[config.mk]
export PLATFORM = sky130hd
export DESIGN_NAME = fbbp_host
export DESIGN_NICKNAME = d
export VERILOG_FILES = /design/src/rtl/fbbp_pkg.sv /design/src/rtl/fbbp_host.sv
export SDC_FILE = /design/constraint.sdc
export NUM_CORES = 2
export LEC_CHECK = 0
export BUFFER_PORTS_ARGS = -buffer_cell sky130_fd_sc_hd__buf_2
export CAP_MARGIN = 25
export CORE_MARGIN = 10
export CORE_UTILIZATION = 55
export CTS_CLUSTER_DIAMETER = 100
export CTS_CLUSTER_SIZE = 40
export DETAILED_ROUTE_END_ITERATION = 8
export PLACE_DENSITY = 0.83
export REMOVE_ABC_BUFFERS = 1
export SLEW_MARGIN = 20
export SYNTH_ARGS = -nofsm -noshare
export SYNTH_HDL_FRONTEND = slang
export SYNTH_SLANG_ARGS = --single-unit
[constraint.sdc]
create_clock -name clock -period 10.7 [get_ports clock]
set_input_delay 2.14 -clock clock [delete_from_list [all_inputs] [get_ports clock]]
set_output_delay 2.14 -clock clock [all_outputs]
set_load 0.02 [all_outputs]
[src/rtl/fbbp_pkg.sv]
// constants, register map and flash command codes for the flash bypass/buffer host controller
package fbbp_pkg;
    // flash word address and data widths (x16 mode)
    localparam int ADDR_W    = 22;
    localparam int DQ_W      = 16;
    localparam int PAGE_BITS = 7;                 // buffer page is address bits above bit 6
    localparam int BUF_WORDS = 128;               // buffer capacity in words

    // timing, figures in ns, counts derived from the 50 MHz clock
    localparam int CLK_NS    = 20;
    localparam int T_WP_NS   = 35;                // write strobe low time
    localparam int T_WPH_NS  = 20;                // write strobe high time
    localparam int T_ACC_NS  = 70;                // read access time
    localparam logic [3:0] WP_CYC  = 4'((T_WP_NS + CLK_NS - 1) / CLK_NS);
    localparam logic [3:0] WPH_CYC = 4'((T_WPH_NS + CLK_NS - 1) / CLK_NS);
    localparam logic [3:0] ACC_CYC = 4'((T_ACC_NS + CLK_NS - 1) / CLK_NS);

    // register byte offsets
    localparam logic [7:0] REG_CTRL   = 8'h00;
    localparam logic [7:0] REG_ADDR   = 8'h04;
    localparam logic [7:0] REG_DATA   = 8'h08;
    localparam logic [7:0] REG_BUFWR  = 8'h0c;
    localparam logic [7:0] REG_STATUS = 8'h10;
    localparam logic [7:0] REG_RDDATA = 8'h14;

    // control field positions
    localparam int CTRL_OP_LSB    = 0;            // op code, 4 bits
    localparam int CTRL_START     = 4;
    localparam int CTRL_BUFCLR    = 5;
    localparam int CTRL_ACCEL     = 8;
    localparam int CTRL_UNLOCKED  = 9;
    localparam int BUFWR_OFF_LSB  = 16;           // page offset, 7 bits

    // status field positions
    localparam int ST_BUSY    = 0;
    localparam int ST_BYPASS  = 1;
    localparam int ST_DONE    = 2;
    localparam int ST_ABORT   = 3;
    localparam int ST_FAIL    = 4;
    localparam int ST_REFUSED = 5;
    localparam int ST_ACCEL   = 6;
    localparam int ST_LOAD_LSB = 8;               // load count, 8 bits

    // operations that software may start
    localparam logic [3:0] OP_READ        = 4'h0;
    localparam logic [3:0] OP_BYP_ENTER   = 4'h1;
    localparam logic [3:0] OP_BYP_EXIT    = 4'h2;
    localparam logic [3:0] OP_PROG        = 4'h3;
    localparam logic [3:0] OP_BUF_PROG    = 4'h4;
    localparam logic [3:0] OP_ABORT_RST   = 4'h5;
    localparam logic [3:0] OP_RESET       = 4'h6;
    localparam logic [3:0] OP_SECT_ERASE  = 4'h7;
    localparam logic [3:0] OP_CHIP_ERASE  = 4'h8;

    // flash command cycles
    localparam logic [ADDR_W-1:0] UNLOCK_ADDR1 = 22'h000555;
    localparam logic [ADDR_W-1:0] UNLOCK_ADDR2 = 22'h0002aa;
    localparam logic [DQ_W-1:0]   UNLOCK_DATA1 = 16'h00aa;
    localparam logic [DQ_W-1:0]   UNLOCK_DATA2 = 16'h0055;
    localparam logic [DQ_W-1:0]   CMD_BYPASS   = 16'h0020;
    localparam logic [DQ_W-1:0]   CMD_EXIT1    = 16'h0090;
    localparam logic [DQ_W-1:0]   CMD_EXIT2    = 16'h0000;
    localparam logic [DQ_W-1:0]   CMD_BUFLOAD  = 16'h0025;
    localparam logic [DQ_W-1:0]   CMD_CONFIRM  = 16'h0029;
    localparam logic [DQ_W-1:0]   CMD_PROGRAM  = 16'h00a0;
    localparam logic [DQ_W-1:0]   CMD_RESET    = 16'h00f0;
    localparam logic [DQ_W-1:0]   CMD_ERASE    = 16'h0080;
    localparam logic [DQ_W-1:0]   CMD_SECTOR   = 16'h0030;
    localparam logic [DQ_W-1:0]   CMD_CHIP     = 16'h0010;

    // status bits on the data lines
    localparam int POLARITY_BIT = 7;
    localparam int TOGGLE_BIT   = 6;
    localparam int FAIL_BIT     = 5;
    localparam int ABORT_BIT    = 1;

    // kinds of sequencer step and states of the sequencer
    typedef enum logic [1:0] {K_WRITE, K_READ, K_POLL, K_END} fbbp_kind_t;
    typedef enum logic [2:0] {S_IDLE, S_STEP, S_WR, S_WRGAP, S_RD, S_EVAL} fbbp_state_t;
endpackage

[src/rtl/fbbp_host.sv]
// host controller that drives a parallel nor flash through bypass and buffered programming
//
// Summary of operation
// - bypass entry is two unlock writes then command 20h.
// - bypass exit writes 90h at any address, then 00h.
// - buffered start: two unlocks (dropped in bypass), load command at sector, then sector with count minus one.
// - page is address bits from A7 up of the first load; later loads stay inside.
// - after the counted loads, confirm is written at the sector address.
// - progress is polled at the last loaded address using the status bits.
// - after an abort, the abort reset sequence precedes any next operation.
// - abort reset in accelerated bypass uses the full three-cycle sequence.
// - sectors are unlocked before the accelerate pin is raised.
// - fail is followed by reset, abort by the abort reset command.
// - after a fail indication the toggle bit is read again, as a fresh pair of reads, before concluding.
module fbbp_host
    import fbbp_pkg::*;
#(
    parameter int AW   = ADDR_W,
    parameter int DW   = DQ_W,
    parameter int BUFN = BUF_WORDS
) (
    input  wire logic          clock,
    input  wire logic          rstn,
    input  wire logic          ce,
    input  wire logic          wbCyc,
    input  wire logic          wbStb,
    input  wire logic          wbWe,
    input  wire logic [3:0]    wbSel,
    input  wire logic [7:0]    wbAdr,
    input  wire logic [31:0]   wbDatW,
    output logic      [31:0]   wbDatR,
    output logic               wbAck,
    output logic      [AW-1:0] flashAddr,
    input  wire logic [DW-1:0] flashDqIn,
    output logic      [DW-1:0] flashDqOut,
    output logic               flashDqOe,
    output logic               flashCeN,
    output logic               flashWeN,
    output logic               flashOeN,
    output logic               accelHighReq
);
    // software registers
    logic [AW-1:0]        addrR;
    logic [DW-1:0]        dataR;
    logic                 accelEnR;
    logic                 unlockedR;
    logic                 busyR, doneR, abortR, failR, refusedR, bypassR;
    logic [DW-1:0]        rdDataR;
    logic [7:0]           loadPtrR;
    logic [PAGE_BITS+DW-1:0] bufMem [BUFN];

    // sequencer
    fbbp_state_t          stateR;
    logic [3:0]           curOpR;
    logic [7:0]           stepIdxR;
    logic [3:0]           cntR;
    logic                 pollCntR, recheckR;
    logic [DW-1:0]        prevR;
    logic [DW-1:0]        sampleR;

    logic                 wbWrite, wbRead, startReq, startOk, bypassEff;
    logic [3:0]           reqOp;
    logic [31:0]          statusWord;

    assign wbWrite   = wbCyc & wbStb & wbWe & ~wbAck;
    assign wbRead    = wbCyc & wbStb & ~wbWe & ~wbAck;
    assign reqOp     = wbDatW[CTRL_OP_LSB +: 4];
    assign startReq  = wbWrite & (wbAdr == REG_CTRL) & wbSel[0] & wbDatW[CTRL_START];
    assign bypassEff = bypassR | accelEnR;

    // operation admission: refuse sequences the flash would not honour in this mode
    always_comb begin
        startOk = ~busyR;
        unique case (reqOp)
            OP_BYP_ENTER:  startOk = startOk & ~bypassEff;
            OP_BYP_EXIT:   startOk = startOk & bypassR & ~accelEnR;
            OP_SECT_ERASE,
            OP_CHIP_ERASE: startOk = startOk & bypassEff;
            OP_BUF_PROG:   startOk = startOk & (loadPtrR != 8'h00) & (loadPtrR <= 8'(BUFN));
            OP_READ, OP_PROG, OP_ABORT_RST, OP_RESET: startOk = startOk;
            default:       startOk = 1'b0;
        endcase
    end

    // current step decode: what the sequencer issues for curOpR at stepIdxR
    fbbp_kind_t           stKind;
    logic [AW-1:0]        stAddr;
    logic [DW-1:0]        stData;
    logic [PAGE_BITS-1:0] bufIdx;
    logic [AW-1:0]        lastAddr;
    logic [7:0]           nLoads;

    assign nLoads   = loadPtrR;
    assign bufIdx   = PAGE_BITS'(stepIdxR - 8'h04);
    assign lastAddr = {addrR[AW-1:PAGE_BITS], bufMem[PAGE_BITS'(loadPtrR - 8'h01)][DW +: PAGE_BITS]};

    always_comb begin
        stKind = K_END;
        stAddr = addrR;
        stData = '0;
        // unlock pair shared by every full sequence
        if (stepIdxR == 8'h00) begin
            stAddr = UNLOCK_ADDR1;
            stData = UNLOCK_DATA1;
        end else begin
            stAddr = UNLOCK_ADDR2;
            stData = UNLOCK_DATA2;
        end
        unique case (curOpR)
            OP_READ: begin
                stAddr = addrR;
                stKind = (stepIdxR == 8'h00) ? K_READ : K_END;
            end
            OP_BYP_ENTER: begin
                if (stepIdxR < 8'h02) stKind = K_WRITE;
                else if (stepIdxR == 8'h02) begin
                    stKind = K_WRITE;
                    stAddr = UNLOCK_ADDR1;
                    stData = CMD_BYPASS;
                end
            end
            OP_BYP_EXIT: begin
                stAddr = addrR;
                if (stepIdxR < 8'h02) stKind = K_WRITE;
                stData = (stepIdxR == 8'h00) ? CMD_EXIT1 : CMD_EXIT2;
            end
            OP_ABORT_RST, OP_RESET: begin
                // always the full three cycles, also in accelerated bypass
                if (stepIdxR < 8'h03) stKind = K_WRITE;
                if (stepIdxR == 8'h02) begin
                    stAddr = UNLOCK_ADDR1;
                    stData = CMD_RESET;
                end
            end
            OP_PROG: begin
                if (stepIdxR < 8'h02) stKind = K_WRITE;
                else if (stepIdxR == 8'h02) begin
                    stKind = K_WRITE;
                    stAddr = UNLOCK_ADDR1;
                    stData = CMD_PROGRAM;
                end else if (stepIdxR == 8'h03) begin
                    stKind = K_WRITE;
                    stAddr = addrR;
                    stData = dataR;
                end else begin
                    stKind = K_POLL;
                    stAddr = addrR;
                end
            end
            OP_SECT_ERASE, OP_CHIP_ERASE: begin
                // bypass erase: set-up then erase command, two cycles only
                stAddr = addrR;
                if (stepIdxR == 8'h02) begin
                    stKind = K_WRITE;
                    stData = CMD_ERASE;
                end else if (stepIdxR == 8'h03) begin
                    stKind = K_WRITE;
                    stData = (curOpR == OP_SECT_ERASE) ? CMD_SECTOR : CMD_CHIP;
                end else begin
                    stKind = K_POLL;
                end
            end
            OP_BUF_PROG: begin
                if (stepIdxR < 8'h02) stKind = K_WRITE;
                else if (stepIdxR == 8'h02) begin
                    stKind = K_WRITE;
                    stAddr = addrR;
                    stData = CMD_BUFLOAD;
                end else if (stepIdxR == 8'h03) begin
                    stKind = K_WRITE;
                    stAddr = addrR;
                    stData = DW'(nLoads - 8'h01);
                end else if (stepIdxR < 8'h04 + nLoads) begin
                    // loads stay inside the page and sector of addrR
                    stKind = K_WRITE;
                    stAddr = {addrR[AW-1:PAGE_BITS], bufMem[bufIdx][DW +: PAGE_BITS]};
                    stData = bufMem[bufIdx][DW-1:0];
                end else if (stepIdxR == 8'h04 + nLoads) begin
                    stKind = K_WRITE;
                    stAddr = addrR;
                    stData = CMD_CONFIRM;
                end else begin
                    stKind = K_POLL;
                    stAddr = lastAddr;
                end
            end
            default: stKind = K_END;
        endcase
    end

    // wishbone answer: one cycle after the request, dropped the cycle after
    always_ff @(posedge clock) begin
        if (!rstn) begin
            wbAck  <= 1'b0;
            wbDatR <= 32'h00000000;
        end else if (ce) begin
            wbAck  <= wbCyc & wbStb & ~wbAck;
            wbDatR <= 32'h00000000;
            if (wbRead) begin
                unique case (wbAdr)
                    REG_CTRL:   wbDatR <= {22'h000000, unlockedR, accelEnR, 4'h0, curOpR};
                    REG_ADDR:   wbDatR <= 32'(addrR);
                    REG_DATA:   wbDatR <= 32'(dataR);
                    REG_STATUS: wbDatR <= statusWord;
                    REG_RDDATA: wbDatR <= 32'(rdDataR);
                    default:    wbDatR <= 32'h00000000; // unmapped reads zero
                endcase
            end
        end
    end

    always_comb begin
        statusWord = 32'h00000000;
        statusWord[ST_BUSY]    = busyR;
        statusWord[ST_BYPASS]  = bypassEff;
        statusWord[ST_DONE]    = doneR;
        statusWord[ST_ABORT]   = abortR;
        statusWord[ST_FAIL]    = failR;
        statusWord[ST_REFUSED] = refusedR;
        statusWord[ST_ACCEL]   = accelEnR;
        statusWord[ST_LOAD_LSB +: 8] = loadPtrR;
    end

    // byte lanes merged at full bus width, then cut on purpose to the register width
    logic [31:0]          addrMerge, dataMerge;
    always_comb begin
        addrMerge = 32'(addrR);
        dataMerge = 32'(dataR);
        for (int b = 0; b < 4; b++) begin
            if (wbSel[b]) begin
                addrMerge[b*8 +: 8] = wbDatW[b*8 +: 8];
                dataMerge[b*8 +: 8] = wbDatW[b*8 +: 8];
            end
        end
    end

    // address and data registers with byte lanes
    always_ff @(posedge clock) begin
        if (!rstn) begin
            addrR <= '0;
            dataR <= '0;
        end else if (ce && wbWrite && !busyR) begin
            if (wbAdr == REG_ADDR) addrR <= addrMerge[AW-1:0];
            if (wbAdr == REG_DATA) dataR <= dataMerge[DW-1:0];
        end
    end

    // accelerate request: only raised once software vouches the sectors are unlocked
    always_ff @(posedge clock) begin
        if (!rstn) begin
            accelEnR     <= 1'b0;
            unlockedR    <= 1'b0;
            accelHighReq <= 1'b0;
        end else if (ce) begin
            if (wbWrite && wbAdr == REG_CTRL && wbSel[1] && !busyR) begin
                unlockedR <= wbDatW[CTRL_UNLOCKED];
                accelEnR  <= wbDatW[CTRL_ACCEL] & wbDatW[CTRL_UNLOCKED];
            end
            accelHighReq <= accelEnR;
        end
    end

    // buffer image: software appends offset/data pairs, a repeated offset still counts
    always_ff @(posedge clock) begin
        if (!rstn) begin
            loadPtrR <= 8'h00;
        end else if (ce) begin
            if (wbWrite && wbAdr == REG_CTRL && wbSel[0] && wbDatW[CTRL_BUFCLR] && !busyR)
                loadPtrR <= 8'h00;
            else if (wbWrite && wbAdr == REG_BUFWR && !busyR && loadPtrR < 8'(BUFN)) begin
                bufMem[PAGE_BITS'(loadPtrR)] <= {wbDatW[BUFWR_OFF_LSB +: PAGE_BITS], wbDatW[DW-1:0]};
                loadPtrR <= loadPtrR + 8'h01;
            end
        end
    end

    // refused flag: cleared when an operation is accepted, set when a start request is refused
    always_ff @(posedge clock) begin
        if (!rstn) begin
            refusedR <= 1'b0;
        end else if (ce && startReq) begin
            refusedR <= ~startOk;
        end
    end

    // sequencer and flash pins; no new operation is accepted while busy, which covers
    // the abort reset and the reset issued automatically after an abort or a fail
    always_ff @(posedge clock) begin
        if (!rstn) begin
            stateR     <= S_IDLE;
            curOpR     <= OP_READ;
            stepIdxR   <= 8'h00;
            cntR       <= 4'h0;
            pollCntR   <= 1'b0;
            recheckR   <= 1'b0;
            prevR      <= '0;
            sampleR    <= '0;
            rdDataR    <= '0;
            busyR      <= 1'b0;
            doneR      <= 1'b0;
            abortR     <= 1'b0;
            failR      <= 1'b0;
            bypassR    <= 1'b0;
            flashAddr  <= '0;
            flashDqOut <= '0;
            flashDqOe  <= 1'b0;
            flashCeN   <= 1'b1;
            flashWeN   <= 1'b1;
            flashOeN   <= 1'b1;
        end else if (ce) begin
            if (!accelEnR && accelHighReq)
                bypassR <= 1'b0; // leaving accelerated mode also leaves bypass
            unique case (stateR)
                S_IDLE: begin
                    if (startReq && startOk) begin
                        busyR    <= 1'b1;
                        doneR    <= 1'b0;
                        abortR   <= 1'b0;
                        failR    <= 1'b0;
                        curOpR   <= reqOp;
                        recheckR <= 1'b0;
                        pollCntR <= 1'b0;
                        // bypass drops the unlock pair; resets always send all three cycles
                        stepIdxR <= (bypassEff && (reqOp == OP_PROG || reqOp == OP_BUF_PROG)) ? 8'h02 :
                                    ((reqOp == OP_SECT_ERASE || reqOp == OP_CHIP_ERASE) ? 8'h02 : 8'h00);
                        stateR   <= S_STEP;
                    end
                end
                S_STEP: begin
                    flashAddr <= stAddr;
                    if (stKind == K_WRITE) begin
                        flashDqOut <= stData;
                        flashDqOe  <= 1'b1;
                        flashCeN   <= 1'b0;
                        flashWeN   <= 1'b0;
                        cntR       <= WP_CYC;
                        stateR     <= S_WR;
                    end else if (stKind == K_END) begin
                        busyR  <= 1'b0;
                        doneR  <= 1'b1;
                        stateR <= S_IDLE;
                        if (curOpR == OP_BYP_ENTER) bypassR <= 1'b1;
                        if (curOpR == OP_BYP_EXIT) bypassR <= 1'b0;
                    end else begin
                        flashCeN <= 1'b0;
                        flashOeN <= 1'b0;
                        cntR     <= ACC_CYC;
                        stateR   <= S_RD;
                    end
                end
                S_WR: begin
                    if (cntR == 4'h1) begin
                        flashWeN <= 1'b1;
                        cntR     <= WPH_CYC;
                        stateR   <= S_WRGAP;
                    end else
                        cntR <= cntR - 4'h1;
                end
                S_WRGAP: begin
                    if (cntR == 4'h1) begin
                        flashDqOe <= 1'b0;
                        flashCeN  <= 1'b1;
                        stepIdxR  <= stepIdxR + 8'h01;
                        stateR    <= S_STEP;
                    end else
                        cntR <= cntR - 4'h1;
                end
                S_RD: begin
                    if (cntR == 4'h1) begin
                        sampleR  <= flashDqIn;
                        flashOeN <= 1'b1;
                        flashCeN <= 1'b1;
                        stateR   <= S_EVAL;
                    end else
                        cntR <= cntR - 4'h1;
                end
                S_EVAL: begin
                    if (stKind == K_READ) begin
                        rdDataR  <= sampleR;
                        stepIdxR <= stepIdxR + 8'h01;
                        stateR   <= S_STEP;
                    end else if (!pollCntR) begin
                        prevR    <= sampleR;
                        pollCntR <= 1'b1;
                        stateR   <= S_STEP;
                    end else if (prevR[TOGGLE_BIT] == sampleR[TOGGLE_BIT]) begin
                        // toggling stopped: the operation has ended
                        rdDataR  <= sampleR;
                        busyR    <= 1'b0;
                        doneR    <= 1'b1;
                        stateR   <= S_IDLE;
                    end else if (sampleR[ABORT_BIT] && !sampleR[FAIL_BIT]) begin
                        abortR   <= 1'b1;
                        rdDataR  <= sampleR;
                        curOpR   <= OP_ABORT_RST;
                        stepIdxR <= 8'h00;
                        stateR   <= S_STEP;
                    end else if (sampleR[FAIL_BIT] && recheckR) begin
                        failR    <= 1'b1;
                        rdDataR  <= sampleR;
                        curOpR   <= OP_RESET;
                        stepIdxR <= 8'h00;
                        stateR   <= S_STEP;
                    end else begin
                        // a fail seen once is confirmed by a fresh pair of reads
                        recheckR <= recheckR | sampleR[FAIL_BIT];
                        pollCntR <= ~sampleR[FAIL_BIT];
                        prevR    <= sampleR;
                        stateR   <= S_STEP;
                    end
                end
                default: stateR <= S_IDLE;
            endcase
        end
    end
endmodule

Word-level counts from Yosys, hierarchy flattened
Memory sizes are Yosys's and may differ from the RTL's.
Index checks and enable logic that the tools add are counted.

operators by class
  add/sub/neg operators = 7
  $lt $le $gt $ge = 5
  eq/ne operators = 59
  muxes and demuxes = 147
  bitwise operators = 26
  reduce and logical (&&, ||, !) cells = 71

operators by type and width
  kind                   number
  $mux W16               18
  $pmux W22 S5           2
  $mux W22               6
  $pmux W16 S6           1
  $mux W8                11
  $mux W7                8
  $mux W1                52
  $mux W4                10
  $ne A2 B2 Y1 const B   20
  $eq A4 B3 Y1 const B   8
  $mux W2                15
  $pmux W8 S3            1
  $reduce_and A4 Y1      6
  $reduce_and A8 Y1      3
  $reduce_and A3 Y1      7
  $reduce_and A7 Y1      3
  $mux W3                6
  $pmux W3 S6            1
  $logic_and A1 B1 Y1    17
  $add A8 B1 Y8 const B  2
  $and A1 B1 Y1          16
  $eq A4 B2 Y1 const B   4
  $eq A8 B2 Y1 const B   2
  $eq A8 B4 Y1 const B   2
  other kinds (48)       94

word-level totals
  register bits = 190
  RAM bits = 2,944
  bits of input ports = 66
  output and inout port bits = 76
  logic and storage cells = 348
  memories kept = 1

memories
  name    depth  bits a word  rd ports  clocked after Yosys merged registers in  wr ports  RTL line         text
  bufMem  128    23           2         0                                        1         fbbp_host.sv:50  logic [PAGE_BITS+DW-1:0] bufMem [BUFN];

Depth between registers and ports, before layout
  depth in word-level cells = 12
  mapped depth = 18
  mapped depth without buffers = 13

Worst setup path before layout
Ideal clock, no wire load.

  path type = input to register
  start = in ce
  end = mem bufMem[73][0] in the netlist's numbering (enable)
  setup time = 0.462 ns
  arrival time = 6.030 ns
  data required time = 10.238 ns
  path slack = 4.208 ns
  stages = 9
  buffers on the path = 2
  cells stage by stage = buf_2 > nand4b_1 > or2_2 > nor2_1 > nand2_1 > clkbuf_1 > nor2_1 > nand3_1 > nor4_1

between the ends
  longest elaborated chain between the ends = 3

ends and longest elaborated chain
  element                        RTL line          text
  from (decl)                    fbbp_host.sv:24   input wire logic ce,
  $mux W1                        fbbp_host.sv:267  end else if (ce) begin
  $mux W1                        fbbp_host.sv:265  if (!rstn) begin
  $mux W1 (implied by the code)  fbbp_host.sv:271  bufMem[PAGE_BITS'(loadPtrR)] <= {wbDatW[BUFWR_OFF_LSB +: PAGE_BITS], wbDatW[DW-1:0]};
  to (decl)                      fbbp_host.sv:50

No other way between the ends.

Worst setup path in the final report
  start = reg stepIdxR[2]
  end = reg flashDqOut[2]

between the ends
  longest elaborated chain between the ends = 9
  elaborated cells on any way between the ends = 40
  classes of those cells = add/sub: 1; order compare: 3; eq/ne: 3; mux: 29; reduce/logical: 3; memory: 1

ends and longest elaborated chain
  element                                                                   RTL line          text
  from (decl)                                                               fbbp_host.sv:55   logic [7:0] stepIdxR;
  from (signal assigned)                                                    fbbp_host.sv:324  stepIdxR <= (bypassEff && (reqOp == OP_PROG || reqOp == OP_BUF_PROG)) ? 8'h02 :
  from (signal assigned)                                                    fbbp_host.sv:363  stepIdxR <= stepIdxR + 8'h01;
  from (signal assigned)                                                    fbbp_host.sv:380  stepIdxR <= stepIdxR + 8'h01;
  parallel branches: the longest is 9 deep, another holds $mem_v2 Z128 W23  n/a
  to (signal assigned)                                                      fbbp_host.sv:332  flashDqOut <= stData;
  to (decl)                                                                 fbbp_host.sv:35   output logic [DW-1:0] flashDqOut,

Several ways; the timed one is not identified.
A chain may end at the register's enable or synchronous reset.

==> flow_summary.ini <==
[run_status]
status = finished, final reports clean

[synth]
synthArstFlopShare = 0
ys.flop_type = edfxtp_1
synthesis.instances = 6701
synthTopCellsByArea = edfxtp_1, mux4_2, dfxtp_1, nand2_1, nor2_1
synth_area_per_cell_um2 = 19.4
synth_edf_count = 2944
ys_ff_latch = 3118
yosys_warnings = 0
yosysTopAreaCell = edfxtp_1
synth_top_cell_area_share = 0.681
syn_area_um2 = 130000
synthDistinctLibCells = 95
synth_seq_area_share = 0.707

[clock_network]
clock_path_buffers = 3
cts_tree = built
clk_pin_slew_worst_paths_ns = 0.13
clk_latency_ns = 0.85
cts_made_buffers = 91
post_cts_buffers = 0
root_buffer = clkbuf_16
cts_max_level = 3
cts.sinks = 3118
postCtsResizedCells = 0
cts_hold_buf = 0

[global_route]
grt_pass1_vias = 72500
grt.total_usage = 0.307
grt_overflow_total = 0
grt_pass1_wl_um = 559000
antenna_found_initial = 54
grt_max_degree = 112

[sta]
period_needed_ns = 6.35
period_share = 0.593
worst_slack_ns = 4.35
fmax_mhz = 157
setup_viol = 0
tightest_slew_ns = 1.31
whs_ns = 0.472
hold_viol = 0
rsz0062_at_grt = no
fin_skew_ns = 0.0682
final-max-slew-violation-count = 0
max-slew-margin-rel = 0.129
finalSetupTns_ns = 0

[route]
ant_nets = 0
vias_per_cell = 7.40
wirelength_um = 400000
first_pass_iters = 7
route.detailed.drc = 0
wl_per_cell_um = 40.2
vias = 73600
dr.first_iter.drc_count = 14400

[finish]
seq_area_um2 = 91900
utilization = 0.585
mostFrequentLayoutCell = edfxtp_1
areaGrowthSynthToFinish_pct = 5.93
multi_input_area_um2 = 36000
layout_common_cells = edfxtp_1, mux4_2, nand2_1
design_area_um2 = 138000
layout.nets = 6836
nFillCells = 16200
final_layout_size_suffix_gt1_frac = 0.262

[die]
rows = 178
start_util = 0.552
die_h_um = 506
die_area_um2 = 256000
design.core.area_um2 = 235000
io_pins = 142
die_width_um = 506

[pwr]
p_leak_nw = 41.0
ir_drop_v = 0.000135
power_density_nw_per_um2 = 153

[placement]
pre_cts_slack_ns = 4.15
numPortBuffers = 121
place_congestion = 0.995
dp_hpwl_um = 242000
placed_area_um2 = 135000

[critical_path]
startpoint = stepIdxR[2]$_SDFFE_PN0P_
cp-endpoint = flashDqOut[2]$_SDFFE_PN0P_
crit_type = reg -> reg
cp.required_ns = 11.50
start_kind = flip-flop
cp.arrival_ns = 7.15
r2r_start = stepIdxR[2]$_SDFFE_PN0P_
r2r_slack_ns = 4.35
reg2reg_to = flashDqOut[2]$_SDFFE_PN0P_
path_max_fanout = 23
endpoint_kind = flip-flop
reg2reg_depth = 11

[min_path]
hold_start = sampleR[2]$_SDFFE_PN0P_
min-delay-path-class = reg -> reg

[flow_run]
max-cap-violations = 0
-- routing by layer --
metal  global-route usage  share of wire  vias to the layer above
li1                     -              -                    27600
met1                0.390           0.31                    37400
met2                0.453           0.44                     6982
met3                0.113           0.17                     1495
met4                0.187          0.078                       46
met5                    0         0.0010                        -
-- worst max-delay path, cell delays in order, from the launching register on --
cell and delay (ns):
dfxtp_4 0.60, inv_2 0.37, ha_2 0.91, buf_4 0.62
nand2_1 0.84, o22ai_1 0.54, a32oi_1 0.09, a31oi_1 0.95
o41ai_1 0.24, buf_2 0.24, a221oi_1 0.53, o221a_2 0.29
-- stage by stage --
step,power (mW),cells
after global routing,21.5,9930
after floorplan,17.6,6251
after CTS,21.0,9922
after detailed placement,16.1,9803
final,21.0,9949
after global placement,16.1,9797
-- flip-flops by register name, summed over array words and instances (netlist names), 8 cells and up --
name / cells
addrR: 22
bufMem: 2944
dataR: 16
flashAddr: 22
flashDqOut: 16
loadPtrR: 8
rdDataR: 16
sampleR: 16
stepIdxR: 8
wbDatR: 22
-- cells in the mapped netlist (all sizes together) (22+ instances only) --
library cell and count:
edfxtp 2944, mux4 1071, nand2 565, nor2 348, buf 297, dfxtp 174, clkbuf 162, a21oi 150
nand3 128, mux2i 107, o21ai 71, a31oi 62, and3 61, nand4 46, a22oi 38, nor3 33
a221oi 27, a311oi 26, o22ai 23, a32oi 22
-- power by group --
group / switching [mW] / internal, mW
clock network: 3.43 / 1.70
registers: 0.0480 / 13.3
logic: 1.46 / 1.08
-- cell families after synthesis --
group	after synthesis	synth area share
adder cells (fa/ha/maj)	19	0.00183
other	1	0.0000289
multiplexers	1183	0.195
flip-flops	3118	0.707
XOR/XNOR	30	0.00217
buffers and inverters	480	0.0199
AND/OR/NAND/NOR	1294	0.0439
AO/OA/AOI/OAI	576	0.0303
-- cell type report --
type,instances,area share
Antenna cell,22,0.000400
Clock buffer,105,0.0177
Clock inverter,14,0.00165
Inverter,21,0.000627
Multi-Input combinational cell,3112,0.262
Sequential cell,3118,0.668
Tap cell,3150,0.0286
Timing Repair Buffer,407,0.0216
-- worst min-delay path by stage --
stage | end | depth (start not counted) | slack (ns)
2_1_floorplan | sampleR[0]$_SDFFE_PN0P_ | 2 | 0.44
3_3_place_gp | sampleR[4]$_SDFFE_PN0P_ | 2 | 0.45
3_5_place_dp | sampleR[4]$_SDFFE_PN0P_ | 2 | 0.45
4_1_cts | sampleR[9]$_SDFFE_PN0P_ | 2 | 0.47
5_1_grt | flashAddr[8]$_SDFFE_PN0P_ | 2 | 0.49
6_report | sampleR[2]$_SDFFE_PN0P_ | 2 | 0.47
Note: power is estimated with default switching activity, not from simulation.
